**config.mk**
```make
export PLATFORM = sky130hd
export DESIGN_NAME = sar_adc_parallel_control
export DESIGN_NICKNAME = d
export VERILOG_FILES = /design/src/sar_ctrl_pkg.sv /design/src/sar_adc_parallel_control.sv /design/src/sar_fifo.sv
export SDC_FILE = /design/constraint.sdc
export NUM_CORES = 1
export LEC_CHECK = 0
export ABC_AREA = 1
export BUFFER_PORTS_ARGS = -buffer_cell sky130_fd_sc_hd__buf_2
export CAP_MARGIN = 20
export CORE_MARGIN = 5
export CORE_UTILIZATION = 56
export DETAILED_ROUTE_END_ITERATION = 16
export GPL_TIMING_DRIVEN = 0
export MAX_ROUTING_LAYER = met4
export PLACE_DENSITY = 0.74
export SYNTH_ARGS = -nofsm -noshare
export SYNTH_HDL_FRONTEND = slang
export SYNTH_SLANG_ARGS = --single-unit
```
**constraint.sdc**
```tcl
create_clock -name clk -period 3.2 [get_ports clk]
set_clock_uncertainty 0.1 [all_clocks]
set_input_delay 0.48 -clock clk [delete_from_list [all_inputs] [get_ports clk]]
set_output_delay 0.48 -clock clk [all_outputs]
set_load 0.03 [all_outputs]
```
**src/sar_ctrl_pkg.sv**
```systemverilog
// Package: constants and carrier types for the converter control block
// Overview of operation
// - A falling power-down input enters nap when chip select is low, sleep when it is high.
// - Convert-start and read strobes are ignored unless chip select is low.
// - Result outputs are driven only while read and chip select are both low.
// - A conversion begins on the falling edge of convert-start.
// - Busy stays low for the whole conversion.
// - A new valid result reaches the result outputs one clock after busy rises, and the host may capture it then.
// - Each result is one 14-bit word on a parallel three-state bus.
// - The approximation register is loaded with only its most significant bit set at the start of each conversion.
// - Convert-start edges during a running conversion are ignored.
// - The 14 bits are resolved one per step from the most significant bit down.
// - At the end of conversion the approximation register is copied to the output latch with its most significant bit inverted.
// - Conversion steps are timed from an internal clock.
// - The result is two's complement binary.
package sar_ctrl_pkg;

    localparam int RES_BITS = 14;
    localparam int CLK_HZ = 20_000_000;
    localparam int STEP_NS = 100;
    localparam int STEP_CYCLES = (STEP_NS * (CLK_HZ / 1_000_000) + 999) / 1000;
    localparam int ACQ_NS = 400;
    localparam int ACQ_CYCLES = (ACQ_NS * (CLK_HZ / 1_000_000) + 999) / 1000;
    localparam int FIFO_DEPTH = 16;

    localparam logic [RES_BITS-1:0] RESULT_RST = 14'h0000;
    localparam logic [3:0]          BIT_MSB = 4'hd;
    localparam logic [7:0]          STEP_LAST = 8'(STEP_CYCLES - 1);

    typedef enum logic [1:0] {
        ST_ACQUIRE = 2'h0,
        ST_CONVERT = 2'h1,
        ST_LOAD    = 2'h3
    } conv_state_e;

    typedef enum logic [1:0] {
        PWR_ON    = 2'h0,
        PWR_NAP   = 2'h1,
        PWR_SLEEP = 2'h2
    } power_mode_e;

    typedef struct packed {
        logic cs_n;
        logic rd_n;
        logic convert_start_n;
        logic power_down_n;
    } pins_s;

endpackage

```
**src/sar_adc_parallel_control.sv**
```systemverilog
// Conversion control, result latch and parallel port of the sampling converter
`timescale 1ns/1ps
`default_nettype none
module sar_adc_parallel_control #(
    parameter int RES_BITS = sar_ctrl_pkg::RES_BITS,
    parameter int DEPTH    = sar_ctrl_pkg::FIFO_DEPTH
) (
    input  wire logic                clk,
    input  wire logic                rst,
    input  wire logic                cs_n,
    input  wire logic                rd_n,
    input  wire logic                convert_start_n,
    input  wire logic                power_down_n,
    input  wire logic                comp_high,
    output logic                     sample_hold,
    output logic     [RES_BITS-1:0]  dac_code,
    output logic                     busy_n,
    output logic     [RES_BITS-1:0]  result_out,
    output logic     [RES_BITS-1:0]  result_oe,
    output logic                     nap,
    output logic                     sleep,
    output logic     [RES_BITS-1:0]  stream_data,
    output logic                     stream_valid,
    input  wire logic                stream_ready,
    output logic                     overrun
);
    // ------------------------------------------------------------------
    // State
    // ------------------------------------------------------------------
    typedef struct packed {
        sar_ctrl_pkg::pins_s       meta;
        sar_ctrl_pkg::pins_s       sync;
        logic                      conv_prev;
        logic                      pd_prev;
        sar_ctrl_pkg::conv_state_e state;
        sar_ctrl_pkg::power_mode_e pmode;
        logic [RES_BITS-1:0]       approx_register;
        logic [RES_BITS-1:0]       latch;
        logic [3:0]                bit_idx;
        logic [7:0]                step_cnt;
        logic                      busy_n;
        logic                      push;
        logic                      overrun;
        logic [RES_BITS-1:0]       dout;
        logic                      drive;
    } state_s;

    state_s st_reg;
    state_s st_next;
    logic   fifo_ready;

    function automatic logic [RES_BITS-1:0] bit_mask(input logic [3:0] idx);
        bit_mask = RES_BITS'(1) << idx;
    endfunction

    // ------------------------------------------------------------------
    // Next state
    // ------------------------------------------------------------------
    always_comb begin
        logic conv_fall;
        logic pd_fall;
        conv_fall = 1'b0;
        pd_fall   = 1'b0;
        st_next   = st_reg;
        st_next.meta.cs_n            = cs_n;
        st_next.meta.rd_n            = rd_n;
        st_next.meta.convert_start_n = convert_start_n;
        st_next.meta.power_down_n    = power_down_n;
        st_next.sync      = st_reg.meta;
        st_next.push      = 1'b0;
        // A result offered while the buffer is full is lost to the stream
        if (st_reg.push && !fifo_ready) begin
            st_next.overrun = 1'b1;
        end
        // Edge detect on synchronized strobe; ignored without chip select
        st_next.conv_prev = st_reg.sync.convert_start_n;
        conv_fall = st_reg.conv_prev && !st_reg.sync.convert_start_n
                    && !st_reg.sync.cs_n;
        st_next.pd_prev = st_reg.sync.power_down_n;
        pd_fall = st_reg.pd_prev && !st_reg.sync.power_down_n;
        if (pd_fall) begin
            st_next.pmode = st_reg.sync.cs_n ? sar_ctrl_pkg::PWR_SLEEP
                                             : sar_ctrl_pkg::PWR_NAP;
        end else if (st_reg.sync.power_down_n) begin
            st_next.pmode = sar_ctrl_pkg::PWR_ON;
        end
        // Output drive: read and chip select both low
        st_next.drive = !st_reg.sync.rd_n && !st_reg.sync.cs_n;
        st_next.dout  = st_reg.latch;
        case (st_reg.state)
            sar_ctrl_pkg::ST_ACQUIRE: begin
                if (conv_fall && st_reg.pmode == sar_ctrl_pkg::PWR_ON) begin
                    st_next.state           = sar_ctrl_pkg::ST_CONVERT;
                    st_next.approx_register = bit_mask(sar_ctrl_pkg::BIT_MSB);
                    st_next.bit_idx         = sar_ctrl_pkg::BIT_MSB;
                    st_next.step_cnt        = '0;
                    st_next.busy_n          = 1'b0;
                end
            end
            sar_ctrl_pkg::ST_CONVERT: begin
                // Further start edges ignored here
                if (st_reg.step_cnt == sar_ctrl_pkg::STEP_LAST) begin
                    st_next.step_cnt = '0;
                    if (!comp_high) begin
                        st_next.approx_register = st_reg.approx_register
                                                  & ~bit_mask(st_reg.bit_idx);
                    end
                    if (st_reg.bit_idx == 4'h0) begin
                        st_next.state = sar_ctrl_pkg::ST_LOAD;
                    end else begin
                        st_next.bit_idx = st_reg.bit_idx - 4'h1;
                        st_next.approx_register = (comp_high ? st_reg.approx_register
                            : st_reg.approx_register & ~bit_mask(st_reg.bit_idx))
                            | bit_mask(st_reg.bit_idx - 4'h1);
                    end
                end else begin
                    st_next.step_cnt = st_reg.step_cnt + 8'h01;
                end
            end
            sar_ctrl_pkg::ST_LOAD: begin
                // Offset binary trial word to two's complement result
                st_next.latch  = st_reg.approx_register
                                 ^ bit_mask(sar_ctrl_pkg::BIT_MSB);
                st_next.busy_n = 1'b1;
                st_next.state  = sar_ctrl_pkg::ST_ACQUIRE;
                st_next.push   = 1'b1;
            end
            default: begin
                st_next.state  = sar_ctrl_pkg::ST_ACQUIRE;
                st_next.busy_n = 1'b1;
            end
        endcase
    end

    // ------------------------------------------------------------------
    // Registers
    // ------------------------------------------------------------------
    always_ff @(posedge clk) begin
        if (rst) begin
            st_reg.meta            <= '1;
            st_reg.sync            <= '1;
            st_reg.conv_prev       <= 1'b1;
            st_reg.pd_prev         <= 1'b1;
            st_reg.state           <= sar_ctrl_pkg::ST_ACQUIRE;
            st_reg.pmode           <= sar_ctrl_pkg::PWR_ON;
            st_reg.approx_register <= sar_ctrl_pkg::RESULT_RST;
            st_reg.latch           <= sar_ctrl_pkg::RESULT_RST;
            st_reg.bit_idx         <= '0;
            st_reg.step_cnt        <= '0;
            st_reg.busy_n          <= 1'b1;
            st_reg.push            <= 1'b0;
            st_reg.overrun         <= 1'b0;
            st_reg.dout            <= sar_ctrl_pkg::RESULT_RST;
            st_reg.drive           <= 1'b0;
        end else begin
            st_reg <= st_next;
        end
    end

    // ------------------------------------------------------------------
    // Result stream buffer
    // ------------------------------------------------------------------
    sar_fifo #(
        .WIDTH (RES_BITS),
        .DEPTH (DEPTH)
    ) u_fifo (
        .clk       (clk),
        .rst       (rst),
        .in_data   (st_reg.latch),
        .in_valid  (st_reg.push),
        .in_ready  (fifo_ready),
        .out_data  (stream_data),
        .out_valid (stream_valid),
        .out_ready (stream_ready)
    );

    assign sample_hold = (st_reg.state != sar_ctrl_pkg::ST_ACQUIRE);
    assign dac_code    = st_reg.approx_register;
    assign busy_n      = st_reg.busy_n;
    assign result_out  = st_reg.dout;
    assign result_oe   = {RES_BITS{st_reg.drive}};
    assign nap         = (st_reg.pmode == sar_ctrl_pkg::PWR_NAP);
    assign sleep       = (st_reg.pmode == sar_ctrl_pkg::PWR_SLEEP);
    assign overrun     = st_reg.overrun;
endmodule
`default_nettype wire

```
**src/sar_fifo.sv**
```systemverilog
// Synchronous valid/ready FIFO
`timescale 1ns/1ps
`default_nettype none
module sar_fifo #(
    parameter int WIDTH = 14,
    parameter int DEPTH = 16
) (
    input  wire logic             clk,
    input  wire logic             rst,
    input  wire logic [WIDTH-1:0] in_data,
    input  wire logic             in_valid,
    output logic                  in_ready,
    output logic      [WIDTH-1:0] out_data,
    output logic                  out_valid,
    input  wire logic             out_ready
);
    localparam int AW = $clog2(DEPTH);

    logic [WIDTH-1:0] mem [DEPTH];
    logic [AW-1:0]    wr_reg;
    logic [AW-1:0]    rd_reg;
    logic [AW:0]      cnt_reg;
    logic             push;
    logic             pop;

    assign in_ready  = (cnt_reg != (AW+1)'(DEPTH));
    assign out_valid = (cnt_reg != '0);
    assign out_data  = mem[rd_reg];
    assign push      = in_valid && in_ready;
    assign pop       = out_valid && out_ready;

    always_ff @(posedge clk) begin
        if (push) begin
            mem[wr_reg] <= in_data;
        end
        if (rst) begin
            wr_reg  <= '0;
            rd_reg  <= '0;
            cnt_reg <= '0;
        end else begin
            if (push) begin
                wr_reg <= AW'((wr_reg == AW'(DEPTH - 1)) ? 0 : wr_reg + 1'b1);
            end
            if (pop) begin
                rd_reg <= AW'((rd_reg == AW'(DEPTH - 1)) ? 0 : rd_reg + 1'b1);
            end
            cnt_reg <= cnt_reg + (AW+1)'(push) - (AW+1)'(pop);
        end
    end
endmodule
`default_nettype wire

```
==> metrics <==
Reg power frac 44.4%; final setup fails 0; # nets final 1370; Crit path max-delay family buffers and inverters; Power Internal 6.92 mW; clock latency on the worst-skew pair 550 ps; Slew Viols, Final 0; Ys Warns 0; Most common cell on crit path buf_2; Combinational Power Share 20.8%; num rows 56; Max IR drop VDD 0.434 mV; CTS tree built; first-pass GRT wire length 51.6 mm; pwr dens 657 mW/mm^2; crit path kind reg -> out; slowest CP cell dfxtp_1; CP arrival 2550 ps; Crit path required time 2620 ps; startpoint types flip-flop; chip height 164 um; clock buffer depth 3; Hold Path End st_next[67]$_SDFF_PP1_; Max-Cap Viols 0; CTS sink cnt 313; Worst slew margin 31.9%; Max H-tree Level 1; Iteration-0 DRC Markers 1093; register area share after synthesis 64.5%; RSZ-0062 raised after global routing false; Die Wd 164 um; LEAKAGE 5.89 nW; RD Place Congestion 1.01; DP Area 0.0140 sq mm; design area 0.0150 sq mm; ANT cells 0; vias in the first global route 8911; maximum fanout along the worst path 10; setup ws final 73.8 ps; status finished clean; GR Overflow Total 0; Final ANT Viol Nets 0; Setup TNS Final 0 ps; max reg flops 224; Clock power frac 34.8%; Net Sw Power 2.94 mW; Critical Path, Cell by Cell buf_2 > clkbuf_4 > buf_2 > a21oi_1 > o21ai_0 > nand3_1 > nand3_1 > nand2_1 > buf_2; clk root buf clkbuf_16; Fillers 1842; FF+latch count, synth 313; WHS Path Cells 2; Initial Util 56.6%; crit end category output pin; core box area 0.0233 sq mm; worst path bufs/invs 4; Mapped Area 0.0132 sq mm; Switching Fraction 29.9%; worst-case reg-to-reg path depth 13; DR vias 9276; R2R setup slack 520 ps; total track usage 26.5%; drt pass-1 iters 6; Peak Freq 0.320 GHz; Yosys cell types 39; synthesized area per cell 10.7 sq um; worst reg2reg endpoint u_fifo.cnt_reg[4]$_SDFF_PP0_; Post-Syn Instances 1232; Hold Vio Cnt, Final 0; area grow syn2layout 13.7%; worst slew pin tran 1020 ps; syn_nets 1259; Hold Path Origin cs_n; Hold-fix buffers, CTS 0; FF-to-FF Start u_fifo.cnt_reg[3]$_SDFF_PP0_; # DRC 0; routed len/inst 20.3 um; Final HPWL DP 23.4 mm; Place WS 541 ps; overall power 9.86 mW; largest net degree at the start of global routing 18; final WL 34.3 mm; top-level I/O count 70; PortBufs 68; TritonCTS Buffers 31; Critical Path Max Stage Delay 300 ps; Period minus WS final 3130 ps; initial antenna violation count 0; final period utilization 97.7%; min-delay worst type in -> reg; share of cells above drive strength 1 18.4%; clk slew on worst S/H paths 60 ps; die footprint 0.0267 sq mm; via/cell ratio 5.50
[worst max path at each step]
stage	start	to	slack, ps	depth (start not counted)
4_1_cts	flip-flop	stream_data[6]	20	7
3_3_place_gp	u_fifo.cnt_reg[2]$_SDFF_PP0_	u_fifo.mem[15][6]$_DFFE_PP_	330	7
5_1_grt	flip-flop	stream_data[11]	8	7
3_5_place_dp	u_fifo.cnt_reg[2]$_SDFF_PP0_	u_fifo.cnt_reg[4]$_SDFF_PP0_	540	13
2_1_floorplan	u_fifo.cnt_reg[3]$_SDFF_PP0_	u_fifo.cnt_reg[4]$_SDFF_PP0_	490	13
6_report	flip-flop	stream_data[6]	70	9
[power groups by stage]
| stage | Sequential (mW) | Clock [mW] | Combinational (mW) |
|---|---|---|---|
| after floorplan | 4.45 | 0 | 1.31 |
| after global placement | 4.46 | 0 | 1.96 |
| after detailed placement | 4.46 | 0 | 2.00 |
| after CTS | 4.38 | 3.45 | 2.01 |
| after global routing | 4.38 | 3.63 | 2.23 |
| final | 4.38 | 3.43 | 2.05 |
[final cells by class]
cell class                 count  area (sq um)  share of cell area, %
clock inverter                 3          15.0                  0.100
tap                          319           399                   2.66
timing repair buffer          78           423                   2.82
clock buffer                  54           948                   6.32
buffer                        97           586                   3.90
sequential                   313          8510                   56.7
inverter                     186           698                   4.65
multi-input combinational    636          3430                   22.8
[stage by stage]
step / utilization (%) / cells / hold slack, ps
2_1_floorplan: - / 1232 / 273
3_3_place_gp: 59.7 / 1619 / 276
3_5_place_dp: 60.1 / 1629 / 282
4_1_cts: 64.3 / 1686 / 3.40
5_1_grt: 64.3 / 1686 / 15.6
6_report: 64.3 / 1686 / 18.4
[synthesized netlist by cell type, drive strengths merged]
library cell | count | area share, %
edfxtp | 224 | 51
inv | 186 | 5.3
nand2 | 148 | 4.4
nand3 | 108 | 4.2
o21ai | 94 | 3.8
a21oi | 90 | 3.4
dfxtp | 89 | 14
buf | 81 | 3.9
nor2 | 74 | 2.3
o211ai | 56 | 3.2
ha | 18 | 1.7
clkbuf | 16 | 0.46
or2 | 12 | 0.57
nand4 | 11 | 0.52
nor3 | 7 | 0.35
xor2 | 5 | 0.33
o22a | 3 | 0.20
nand3b | 2 | 0.11
o31ai | 2 | 0.11
xnor2 | 2 | 0.19
fa | 1 | 0.15
nor3b | 1 | 0.095
o21a | 1 | 0.057
o21bai | 1 | 0.057
[worst reg2reg max path, cell delays in order (launching register included)]
cell and delay, ps:
dfxtp_1 320, inv_1 80, ha_1 170, nand4_1 140
nand2_1 160, inv_1 120, ha_1 290, inv_1 40
ha_1 210, fa_1 440, a21oi_1 170, o21bai_1 100
o21ai_0 160, a21oi_1 50
[placed cells by master, fill, tap and decap left out, types with 5 or more instances in the layout]
cell	instances
a21oi_1	90
edfxtp_1	224
buf_4	51
buf_1	10
o211ai_1	56
o21ai_0	78
clkbuf_16	32
buf_6	5
clkbuf_8	6
clkbuf_2	7
inv_2	13
or2_2	10
o21ai_2	9
nor2_2	8
o21ai_1	7
buf_2	92
clkbuf_1	25
nor3_1	6
ha_1	18
nand3_1	105
inv_1	173
nand4_1	11
dfxtp_1	89
xor2_1	5
nor2_1	64
nand2_1	142
[cell families (layout without fill, tap and decap cells)]
| kind of cell | Yosys count | count (layout) | synth area share [%] |
|---|---|---|---|
| AND/OR/NAND/NOR | 363 | 363 | 12.6 |
| flip-flops | 313 | 313 | 64.5 |
| buffers and inverters | 283 | 418 | 9.68 |
| AO/OA/AOI/OAI | 247 | 247 | 10.8 |
| adder cells (fa/ha/maj) | 19 | 19 | 1.86 |
| XOR/XNOR | 7 | 7 | 0.522 |
[per-layer routing]
metal  vias to the layer above  track usage (%)  routed length (um)
met5                         -                -                   0
met1                      4356             36.3               14100
met3                        79             4.77                3440
met2                       473             40.8               15500
met4                         0             8.43                1230
li1                       4368                -                   -
[timing repair]
action,in CTS,in global routing
buffers inserted,0,0
gates resized for setup,0,8
setup endpoints to repair,0,6
No activity file was read; power rests on OpenSTA's default activity.
